## config.mk

```make
export PLATFORM = sky130hd
export DESIGN_NAME = qbg_port
export DESIGN_NICKNAME = d
export VERILOG_FILES = /design/src/core/qbg_pkg.sv /design/src/core/qbg_sync.sv /design/src/core/qbg_port.sv
export SDC_FILE = /design/constraint.sdc
export NUM_CORES = 1
export LEC_CHECK = 0
export BUFFER_PORTS_ARGS = -buffer_cell sky130_fd_sc_hd__buf_2
export CORE_MARGIN = 1.5
export CORE_UTILIZATION = 36
export CTS_BUF_LIST = sky130_fd_sc_hd__clkbuf_8
export DETAILED_ROUTE_END_ITERATION = 8
export PLACE_DENSITY = 0.73
export SLEW_MARGIN = 30
export SYNTH_ARGS = -nofsm -noshare
export SYNTH_HDL_FRONTEND = slang
export SYNTH_SLANG_ARGS = --single-unit
```

## constraint.sdc

```tcl
create_clock -name pclk -period 2.6 [get_ports pclk]
set_clock_uncertainty 0.05 [all_clocks]
set_input_delay 0.26 -clock pclk [delete_from_list [all_inputs] [get_ports pclk]]
set_output_delay 0.26 -clock pclk [all_outputs]
set_load 0.005 [all_outputs]
```

## src/core/qbg_pkg.sv

```systemverilog
/*
  Package for the quasi-bidirectional GPIO port: register offsets, field
  positions, reset values and the status and event register fields.
  Assumes a 32-bit APB with byte addressing, word-aligned registers.
*/
package qbg_pkg;
  // Printed offsets are not all multiples of four: they are indices
  localparam logic [7:0] QBG_IDX_PIN_CFG = 8'h12;
  localparam logic [7:0] QBG_IDX_PORT_DATA = 8'h7a;
  // Byte addresses are four times the index
  localparam logic [11:0] QBG_ADDR_PIN_CFG = {2'h0, QBG_IDX_PIN_CFG, 2'h0};
  localparam logic [11:0] QBG_ADDR_PORT_DATA = {2'h0, QBG_IDX_PORT_DATA, 2'h0};
  // Extra registers for status and event controls
  localparam logic [11:0] QBG_ADDR_STATUS = 12'h200;
  localparam logic [11:0] QBG_ADDR_EVENT = 12'h204;
  // Alternate-function bit positions in the pin configuration register
  localparam int QBG_CFG_ALARM_IN = 0;
  localparam int QBG_CFG_ALARM_OUT = 1;
  localparam int QBG_CFG_TRIGGER = 2;
  localparam int QBG_CFG_READY = 3;
  localparam int QBG_ALT_PINS = 4;
  localparam int QBG_PINS = 8;
  // Reset values
  localparam logic [7:0] QBG_DATA_RESET = 8'hff;
  localparam logic [7:0] QBG_CFG_RESET = 8'h00;
  // Status register fields
  localparam int QBG_ST_READY = 0;
  localparam int QBG_ST_CLEAR = 1;
  localparam int QBG_ST_ALARM = 2;
  // Event register write fields
  localparam int QBG_EV_DONE = 0;
  localparam int QBG_EV_START = 1;
  localparam int QBG_EV_DATA_ACC = 2;
endpackage : qbg_pkg

```

## src/core/qbg_sync.sv

```systemverilog
/*
  Two-flop synchroniser for a vector of pin levels.
  Assumes inputs are asynchronous to pclk; output is two flops deep.
*/
`timescale 1ns/10ps
`default_nettype none
module qbg_sync #(
  parameter int WIDTH = 8,
  parameter logic [WIDTH-1:0] INIT = '1
) (
  input wire logic pclk,
  input wire logic presetn,
  input wire logic [WIDTH-1:0] async_in,
  output logic [WIDTH-1:0] sync_out
);
  // Both stages in one struct, first stage read only by the second
  typedef struct packed {
    logic [WIDTH-1:0] meta;
    logic [WIDTH-1:0] stable;
  } qbg_sync_state_t;

  qbg_sync_state_t st_r;
  qbg_sync_state_t st_nxt;

  // Shift the pin levels through the two stages
  always_comb begin
    st_nxt.meta = async_in;
    st_nxt.stable = st_r.meta;
  end

  // Released pins idle high through the pull-ups, so reset to ones
  always_ff @(posedge pclk or negedge presetn) begin
    if (!presetn) begin
      st_r <= {INIT, INIT};
    end else begin
      st_r <= st_nxt;
    end
  end

  assign sync_out = st_r.stable;
endmodule : qbg_sync
`default_nettype wire

```

## src/core/qbg_port.sv

```systemverilog
/*
  Eight-pin quasi-bidirectional GPIO port with an APB register slave.
  Pins 0..3 may carry alternate functions: DAC clear alarm input, global
  alarm output, external conversion trigger, conversion data ready.
  Assumes: external pull-ups on every pin; pad logic resolves each pin
  from its output enable; converter and alarm logic sit on pclk.
*/
// The APB register port was left to the implementer.
//
// Summary of operation
// - Pins 0-3 selectable as GPIO or alternate
// - Pins 4-7 always plain GPIO
// - Pin 0 alternate: alarm input clears DACs
// - Pin 2 alternate: external conversion trigger input
// - Pin 3 alternate: conversion data ready output
// - Output pin follows its data bit
// - Input read returns the pin level; pins in alternate mode read back their data bit instead
// - Reset sets all data bits to 1
// - Alarm input is active low
// - Alarm output signals unmasked alarms
// - Ready low on done, cleared on start/access
`timescale 1ns/10ps
`default_nettype none
module qbg_port
  import qbg_pkg::*;
#(
  parameter int PINS = QBG_PINS
) (
  input wire logic pclk,
  input wire logic presetn,
  input wire logic psel,
  input wire logic penable,
  input wire logic pwrite,
  input wire logic [11:0] paddr,
  input wire logic [31:0] pwdata,
  input wire logic [3:0] pstrb,
  output logic [31:0] prdata,
  output logic pready,
  output logic pslverr,
  input wire logic [PINS-1:0] pin_in,
  output logic [PINS-1:0] pin_out,
  output logic [PINS-1:0] pin_oe,
  input wire logic alarm_event,
  input wire logic conv_done,
  input wire logic conv_start,
  input wire logic data_reg_access,
  output logic dac_clear_alarm_input,
  output logic external_conversion_trigger
);
  // Whole module state
  typedef struct packed {
    logic [PINS-1:0] port_data;      // Data register
    logic [7:0] pin_function_config; // Alternate selects in low nibble
    logic ready_flag;                // Conversion data ready, active high
    logic trig_prev;                 // Last synced trigger pin level
    logic [PINS-1:0] pin_out;
    logic [PINS-1:0] pin_oe;
    logic [31:0] prdata;
    logic pready;
    logic pslverr;
    logic dac_clear;
    logic trigger;
  } qbg_state_t;

  qbg_state_t st_r;
  qbg_state_t st_nxt;
  logic [PINS-1:0] pin_sync;         // Synchronised pin levels

  // Pin levels pass two flops before any logic looks at them
  // Costs two cycles of input latency but keeps metastability off the logic
  qbg_sync #(
    .WIDTH(PINS),
    .INIT({PINS{1'b1}})
  ) u_sync (
    .pclk(pclk),
    .presetn(presetn),
    .async_in(pin_in),
    .sync_out(pin_sync)
  );

  // Alternate-function select for one pin, upper pins never selectable
  function automatic logic alt_sel(input logic [7:0] cfg, input int idx);
    logic sel;
    sel = 1'b0;
    if (idx < QBG_ALT_PINS) begin
      sel = cfg[idx];
    end
    return sel;
  endfunction : alt_sel

  // Register access, event flags and pin drive
  always_comb begin
    logic access;
    logic wr;
    logic rd;
    logic hit;
    logic [PINS-1:0] rd_data;
    logic alarm_drive;
    logic ready_drive;
    // Take the access phase once; pready high blocks a second take
    access = psel && penable && !st_r.pready;
    wr = access && pwrite && pstrb[0];
    rd = access && !pwrite;
    hit = 1'b1;
    rd_data = '0;
    alarm_drive = 1'b0;
    ready_drive = 1'b0;
    st_nxt = st_r;
    st_nxt.pready = access;
    st_nxt.pslverr = 1'b0;
    st_nxt.prdata = '0;
    st_nxt.trig_prev = pin_sync[QBG_CFG_TRIGGER];

    // GPIO pins read back the pin level; pins in alternate mode read back their data bit
    for (int i = 0; i < PINS; i++) begin
      rd_data[i] = alt_sel(st_r.pin_function_config, i) ? st_r.port_data[i] : pin_sync[i];
    end

    // Address decode; unmapped addresses answer with an error
    case (paddr)
      QBG_ADDR_PIN_CFG: begin
        st_nxt.prdata[7:0] = st_r.pin_function_config;
        if (wr) begin
          st_nxt.pin_function_config = {4'h0, pwdata[3:0]};
        end
      end
      QBG_ADDR_PORT_DATA: begin
        st_nxt.prdata[PINS-1:0] = rd_data;
        if (wr) begin
          st_nxt.port_data = pwdata[PINS-1:0];
        end
      end
      QBG_ADDR_STATUS: begin
        // Read-only view of the flags; writes are accepted and ignored
        st_nxt.prdata[QBG_ST_READY] = st_r.ready_flag;
        st_nxt.prdata[QBG_ST_CLEAR] = st_r.dac_clear;
        st_nxt.prdata[QBG_ST_ALARM] = alarm_event;
      end
      QBG_ADDR_EVENT: begin
        // Write-only pulses for the ready flag; reads return zero
        st_nxt.prdata = '0;
      end
      default: begin
        hit = 1'b0;
      end
    endcase
    if (access && !hit) begin
      st_nxt.pslverr = 1'b1;
    end

    // Read data stands only in the answer cycle, zero otherwise
    if (!rd) begin
      st_nxt.prdata = '0;
    end

    // clear on start or data access, set on done (set wins)
    if (conv_start || data_reg_access ||
        (wr && hit && paddr == QBG_ADDR_EVENT &&
         (pwdata[QBG_EV_START] || pwdata[QBG_EV_DATA_ACC]))) begin
      st_nxt.ready_flag = 1'b0;
    end
    if (conv_done || (wr && paddr == QBG_ADDR_EVENT && pwdata[QBG_EV_DONE])) begin
      st_nxt.ready_flag = 1'b1;
    end

    // low level on pin 0 clears DACs
    st_nxt.dac_clear = alt_sel(st_r.pin_function_config, QBG_CFG_ALARM_IN) &&
                       !pin_sync[QBG_CFG_ALARM_IN];
    // falling edge on pin 2 starts a conversion
    st_nxt.trigger = alt_sel(st_r.pin_function_config, QBG_CFG_TRIGGER) &&
                     st_r.trig_prev && !pin_sync[QBG_CFG_TRIGGER];

    // unmasked alarm pulls pin 1 low
    // Masking happens upstream on pclk, so no synchroniser here
    alarm_drive = alarm_event;
    // ready pin low while data is available
    ready_drive = st_nxt.ready_flag;

    // Drive is taken from the next state so pins move with the write
    for (int i = 0; i < PINS; i++) begin
      st_nxt.pin_out[i] = 1'b0;
      st_nxt.pin_oe[i] = !st_nxt.port_data[i];
      if (alt_sel(st_nxt.pin_function_config, i)) begin
        if (i == QBG_CFG_ALARM_OUT) begin
          st_nxt.pin_oe[i] = alarm_drive;
        end else if (i == QBG_CFG_READY) begin
          st_nxt.pin_oe[i] = ready_drive;
        end else begin
          // Inputs in alternate mode stay released
          st_nxt.pin_oe[i] = 1'b0;
        end
      end
    end
  end

  always_ff @(posedge pclk or negedge presetn) begin
    if (!presetn) begin
      st_r <= '{port_data: QBG_DATA_RESET[PINS-1:0], pin_function_config: QBG_CFG_RESET,
                ready_flag: 1'b0, trig_prev: 1'b1, pin_out: '0, pin_oe: '0,
                prdata: '0, pready: 1'b0, pslverr: 1'b0, dac_clear: 1'b0,
                trigger: 1'b0};
    end else begin
      st_r <= st_nxt;
    end
  end

  // Outputs straight from flops
  assign prdata = st_r.prdata;
  assign pready = st_r.pready;
  assign pslverr = st_r.pslverr;
  assign pin_out = st_r.pin_out;
  assign pin_oe = st_r.pin_oe;
  assign dac_clear_alarm_input = st_r.dac_clear;
  assign external_conversion_trigger = st_r.trigger;
endmodule : qbg_port
`default_nettype wire

```

==> flow_summary.ini, run 1 <==
[logic_synthesis]
dominantRegCellSynth = sky130_fd_sc_hd__dfstp_2
yosysWarnings = 0
synth_cell_type_count = 37
avgSynthCellArea_um2 = 11.7
synth_cells = 193
synth_edf_count = 0
syn-cell-area_um2 = 2250
synth-seq-area-share_pct = 56.9
async_reset_ff_share_pct = 100
ys_ff_latch = 50

[critical_path]
path_class = input pin to flop
crit_cells = 6
timing.reg2reg.setup_slack_ns = 0.44
critical_path.startpoint = paddr[1]
critical_path.slowest_cell = sky130_fd_sc_hd__or4_1
critPathBufInv = 1
endpoint_kind = flop
critical_path_required_ns = 2.74
critical_path.reg2reg.endpoint = pin_oe[1]$_DFF_PN0_
startpoint_of_the_worst_slack_reg_to_reg_timing_path = pready$_DFF_PN0_
worstPathMaxFanout = 2
cp.arrival_ns = 2.49
critical-path-top-delay-family = simple AND/OR/NAND/NOR gates
setup.worst_path.end = pin_oe[3]$_DFF_PN0_
worstSetupStartpointType = input pin
cp_common_cell = sky130_fd_sc_hd__or4_1
cpPeakStageDelay_ns = 0.57
rr_worst_depth = 5
timing.critical_path.cells = buf_2 -> or4_1 -> or4b_4 -> or4_1 -> a211o_1 -> mux2_4

[routing]
overall_via_count_from_detail_route = 1460
drtIter0Drc = 128
avgViaCountPerCell = 4.41
wl_mm = 4.07
first_pass_iters = 4
detail_route.drc_violations = 0
route.antenna.remaining_nets = 0
routedWlPerCell_um = 12.3

[cts]
cts_hold_buffers = 7
cts_max_level = 2
post_cts.resized_instances = 0
cts_sinks = 50
cts_tree = built
clk_transition_reported_paths_ns = 0.09
cts_root_buf = sky130_fd_sc_hd__clkbuf_8
tritoncts.num_buffers = 5
max-clock-path-buffers = 2
worstSkewPairLatency_ns = 0.29
cts_setup_buffers = 0

[placement]
finalWeightedCongestion = 0.942
placement.io_buffers = 57
placed_cells = 314
dpl-instance-area_um2 = 2440
dp_hpwl_mm = 3.05
preCtsSetupSlack_ns = -0.0814

[layout]
n_diodes = 0
layout-drive-gt1-share_pct = 41.8
final_cell_area_um2 = 2650
fillers = 573
final_core_utilization_pct = 44.2
number_of_cells_in_the_finished_layout_apart_from_fillers = 331
synthToLayoutAreaGrowth_pct = 17.6
layout.nets = 320

[timing]
setup_tns_after_final_layout_ns = 0
layout_worst_path_cycle_share_pct = 90.6
unrepaired_setup_endpoints_after_global_routing = no
final_hold_viol_count = 0
timing_limited_maximum_frequency_mhz = 425
timing.max_slew.rel_slack_pct = 65.2
finalSetupViolations = 0
worst-slew-pin-transition_ns = 0.522
final_report_max_slew_violation_count = 0
post-route-worst-setup-slack_ns = 0.245
timing.final.crit_period_ns = 2.36
fin_worst_hold_slack_ns = 0.0962

[pwr]
power_density_nw_per_um2 = 545
total_leakage_power_nw = 1.33
ir_worst_vdd_mv = 0.283
post-layout-total-power_mw = 1.44

[global_route]
grt_first_pass_wirelength_mm = 6.04
antenna_violations_before_repair = 0
groute.usage.overall_pct = 12.0
vias_in_the_first_global_route = 1304
globalRouteOverflowTotal = 0
largest_net_degree_at_the_start_of_global_routing = 44

[floorplan]
core_area_um2 = 5990
die-width_um = 82.1
fp-row-count = 28
design.die.area_um2 = 6740
top_level_ports = 117
die-height_um = 82.1
initial_utilization_pct = 37.6

[status]
status = completed

[hold_path]
timing.hold.worst.class = input pin to flop

[flow_run]
maxCapViolCount = 0
area by class of cell:
cell class | instances | area [um2] | area share [%]
clock buffer | 5 | 68.8 | 2.60
sequential | 50 | 1280 | 48.4
tap | 75 | 93.8 | 3.54
clock inverter | 3 | 43.8 | 1.65
multi-input combinational | 115 | 683 | 25.8
inverter | 8 | 30.0 | 1.13
timing repair buffer | 75 | 445 | 16.8
per-layer routing:
layer	vias up	global-route usage, %	part of all wire (%)
met5	-	0	0
met4	0	4.07	0.62
met3	2	4.07	9.4
met2	72	20.0	50
met1	689	14.5	40
li1	697	-	-
Yosys cell counts, types with 2 or more instances:
| library cell | instances | area share (%) |
|---|---|---|
| sky130_fd_sc_hd__nor2_1 | 10 | 1.7 |
| sky130_fd_sc_hd__a2bb2oi_1 | 2 | 0.78 |
| sky130_fd_sc_hd__nand3_1 | 4 | 0.89 |
| sky130_fd_sc_hd__clkbuf_1 | 2 | 0.33 |
| sky130_fd_sc_hd__o32ai_1 | 2 | 0.78 |
| sky130_fd_sc_hd__dfrtp_1 | 25 | 28 |
| sky130_fd_sc_hd__mux2_2 | 5 | 2.5 |
| sky130_fd_sc_hd__or4_1 | 2 | 0.67 |
| sky130_fd_sc_hd__nor3b_1 | 3 | 1.0 |
| sky130_fd_sc_hd__o21ai_0 | 2 | 0.44 |
| sky130_fd_sc_hd__nor3_1 | 2 | 0.44 |
| sky130_fd_sc_hd__dfstp_2 | 25 | 29 |
| sky130_fd_sc_hd__mux2i_1 | 9 | 4.0 |
| sky130_fd_sc_hd__a21oi_1 | 7 | 1.6 |
| sky130_fd_sc_hd__buf_4 | 48 | 16 |
| sky130_fd_sc_hd__inv_1 | 8 | 1.3 |
| sky130_fd_sc_hd__nand2_1 | 10 | 1.7 |
| sky130_fd_sc_hd__nor4_1 | 2 | 0.56 |
| sky130_fd_sc_hd__and3_1 | 6 | 1.7 |
| sky130_fd_sc_hd__a22o_1 | 2 | 0.78 |
state kept, by name, indices dropped and copies added, names as in the netlist:
| register | count |
|---|---|
| st_r | 14 |
| pin_oe | 8 |
| prdata | 8 |
| u_sync.st_nxt | 8 |
| u_sync.sync_out | 8 |
| dac_clear_alarm_input | 1 |
| external_conversion_trigger | 1 |
| pready | 1 |
| pslverr | 1 |
kinds of logic after synthesis:
kind of cell / count (synthesis) / synth area share [%]
buffers and inverters: 59 / 17.9
DFF: 50 / 56.9
and+or+nand+nor: 49 / 12.1
AOI/OAI and AO/OA: 19 / 5.78
muxes: 15 / 7.17
other: 1 / 0.167
placed cells by master (no fill, tap or decap), drive strengths merged:
master       netlist  final
buf               49     66
conb               1     32
dfrtp             25     25
dfstp             25     25
nand2             10     10
nor2              10     10
mux2i              9      9
dlygate4sd3        0      9
inv                8      9
a21oi              7      7
and3               6      6
mux2               6      6
clkbuf             2      5
nand3              4      4
nor3b              3      3
or4                2      2
o21ai              2      2
nor4               2      2
a22o               2      2
nor3               2      2
a2bb2oi            2      2
o32ai              2      2
nand3b             1      1
or3                1      1
or4bb              1      1
and2               1      1
o22ai              1      1
or4b               1      1
nand2b             1      1
nor2b              1      1
and3b              1      1
a211o              1      1
or2                1      1
nand4              1      1
o31ai              1      1
a221o              1      1
clkinv             0      1
bufinv             0      1
report_power, final:
| part | total (mW) | switching (mW) | leakage [nW] | internal [mW] |
|---|---|---|---|---|
| Sequential | 0.810 | 0.00532 | 0.564 | 0.805 |
| Combinational | 0.0953 | 0.0539 | 0.704 | 0.0414 |
| Clock | 0.537 | 0.249 | 0.0585 | 0.288 |
worst min path at each step:
stage,end,cells after the start,slack (ns),start
after floorplan,dac_clear_alarm_input$_DFF_PN0_,0,-0.09,presetn
after global placement,u_sync.sync_out[4]$_DFF_PN1_,0,0.30,u_sync.st_nxt[4]$_DFF_PN1_
after detailed placement,u_sync.sync_out[3]$_DFF_PN1_,0,0.30,u_sync.st_nxt[3]$_DFF_PN1_
after CTS,u_sync.st_nxt[6]$_DFF_PN1_,1,0.0003,pin_in[6]
after global routing,pin_oe[6]$_DFF_PN0_,2,0.09,pwdata[6]
final,pin_oe[6]$_DFF_PN0_,2,0.1,pwdata[6]
Power figures use the tool's default switching activity.
==> inputs of run 2 (changes only) <==
--- a/config.mk
+++ b/config.mk
@@ -6,11 +6,13 @@
 export NUM_CORES = 1
 export LEC_CHECK = 0
 export BUFFER_PORTS_ARGS = -buffer_cell sky130_fd_sc_hd__buf_2
+export CELL_PAD_IN_SITES_DETAIL_PLACEMENT = 0
+export CELL_PAD_IN_SITES_GLOBAL_PLACEMENT = 1
 export CORE_MARGIN = 1.5
-export CORE_UTILIZATION = 36
+export CORE_UTILIZATION = 35
 export CTS_BUF_LIST = sky130_fd_sc_hd__clkbuf_8
 export DETAILED_ROUTE_END_ITERATION = 8
-export PLACE_DENSITY = 0.73
+export PLACE_DENSITY = 0.9
 export SLEW_MARGIN = 30
 export SYNTH_ARGS = -nofsm -noshare
 export SYNTH_HDL_FRONTEND = slang
==> run 2 against run 1 <==
Against the previous run: core utilization is 1.9 points lower; die area grew 2.7%; critical endpoint unchanged; sequential power barely moved; largest cell class unchanged.
==> flow_summary.ini, run 2 (synthesis gave the netlist of run 1 again) <==
[cts]
cts_setup_buffers = 0
clk_transition_reported_paths_ns = 0.08
cts_hold_buffers = 6
cts_sinks = 50
cts_max_level = 2
post_cts.resized_instances = 0
max-clock-path-buffers = 2
cts_tree = built
tritoncts.num_buffers = 5
worstSkewPairLatency_ns = 0.30
cts_root_buf = sky130_fd_sc_hd__clkbuf_8

[placement]
preCtsSetupSlack_ns = -0.0492
placement.io_buffers = 57
finalWeightedCongestion = 0.823
dp_hpwl_mm = 3.03

[layout]
mostFrequentLayoutCell = sky130_fd_sc_hd__buf_2
layout.nets = 321
layout-drive-gt1-share_pct = 42.0
largest_register_ff_count = 14
most-common-layout-cells = 56 x sky130_fd_sc_hd__buf_2, 32 x sky130_fd_sc_hd__conb_1, 25 x sky130_fd_sc_hd__dfrtp_1, 25 x sky130_fd_sc_hd__dfstp_2, 11 x sky130_fd_sc_hd__buf_4
n_diodes = 0
synthToLayoutAreaGrowth_pct = 18.0
largest-register = st_r

[routing]
route.antenna.remaining_nets = 0
first_pass_iters = 4
wl_mm = 4.07
drtIter0Drc = 54
avgViaCountPerCell = 4.37
overall_via_count_from_detail_route = 1459
detail_route.drc_violations = 0
routedWlPerCell_um = 12.2

[timing]
timing_limited_maximum_frequency_mhz = 426
post-route-worst-setup-slack_ns = 0.254
layout_worst_path_cycle_share_pct = 90.2
timing.final.crit_period_ns = 2.35
timing.max_slew.rel_slack_pct = 66.5
finalSetupViolations = 0
unrepaired_setup_endpoints_after_global_routing = no
final_report_max_slew_violation_count = 0
fin_worst_hold_slack_ns = 0.102
final_hold_viol_count = 0
worst-slew-pin-transition_ns = 0.503

[flow_run]
maxCapViolCount = 0

[critical_path]
endpoint_kind = flop
cpPeakStageDelay_ns = 0.55
startpoint_of_the_worst_slack_reg_to_reg_timing_path = pready$_DFF_PN0_
timing.critical_path.cells = buf_2 -> or4_1 -> or4b_4 -> or4_1 -> a211o_1 -> mux2_4
cp_common_cell = sky130_fd_sc_hd__or4_1
timing.reg2reg.setup_slack_ns = 0.39
critPathBufInv = 1
critical_path.slowest_cell = sky130_fd_sc_hd__or4_1
critical-path-top-delay-family = simple AND/OR/NAND/NOR gates
worstPathMaxFanout = 2
critical_path.startpoint = paddr[1]
cp.arrival_ns = 2.48
worstSetupStartpointType = input pin
path_class = input pin to flop
critical_path_required_ns = 2.73

[global_route]
globalRouteOverflowTotal = 0
groute.usage.overall_pct = 12.1
grt_first_pass_wirelength_mm = 6.67
largest_net_degree_at_the_start_of_global_routing = 41
vias_in_the_first_global_route = 1421
antenna_violations_before_repair = 0

[floorplan]
die-height_um = 83.2
fp-row-count = 29
top_level_ports = 117
core_area_um2 = 6280
initial_utilization_pct = 35.9
design.die.area_um2 = 6920
die-width_um = 83.2

[hold_path]
min_from = pwdata[7]
timing.hold.worst.class = input pin to flop

[pwr]
power_density_nw_per_um2 = 543
post-layout-total-power_mw = 1.44
ir_worst_vdd_mv = 0.249
total_leakage_power_nw = 1.33

[status]
status = completed
==> run 2: metal layers <==
layer / wire, um / track usage (%)
met1: 1670 / 15.0
met2: 2060 / 20.1
met3: 320 / 3.88
met4: 19 / 4.09
met5: 0 / 0
==> run 2: area by class of cell <==
type,instances,area (um2)
clock buffer,5,68.8
timing repair buffer,76,453
fill,621,3620
multi-input combinational,115,683
tap,77,96.3
sequential,50,1280
inverter,8,30.0
clock inverter,3,43.8
==> run 2: final timing paths <==
check,endpoint,cells after the start
setup / recovery,pin_oe[3]$_DFF_PN0_,6
hold / removal,pin_oe[7]$_DFF_PN0_,2
setup reg to reg,pin_oe[1]$_DFF_PN0_,5
hold reg to reg,u_sync.sync_out[6]$_DFF_PN1_,0
max in group asynchronous,u_sync.st_nxt[4]$_DFF_PN1_,3
min in group asynchronous,pin_oe[1]$_DFF_PN0_,2
==> run 2: report_power, final <==
group / internal [mW] / total, mW / switching (mW)
Sequential: 0.805 / 0.810 / 0.00506
Clock: 0.288 / 0.537 / 0.249
Combinational: 0.0424 / 0.0959 / 0.0535
Total: 1.14 / 1.44 / 0.308
==> run 2: worst register-to-register path, stage by stage, from the launching register on <==
cell                       delay [ns]
sky130_fd_sc_hd__dfrtp_1         0.39
sky130_fd_sc_hd__nand3b_1        0.32
sky130_fd_sc_hd__nor2_1          0.32
sky130_fd_sc_hd__nand3_1         0.30
sky130_fd_sc_hd__mux2_2          0.37
sky130_fd_sc_hd__a221o_1         0.35
==> run 2: per-stage QoR <==
stage,cells,util [%],instance area (um2),TNS (ns)
2_1_floorplan,224,-,2370,0
3_5_place_dp,317,39.1,2450,-0.0492
4_1_cts,331,41.8,2630,0
3_3_place_gp,317,39.1,2450,-0.0634
6_report,334,42.3,2660,0
5_1_grt,334,42.3,2660,0
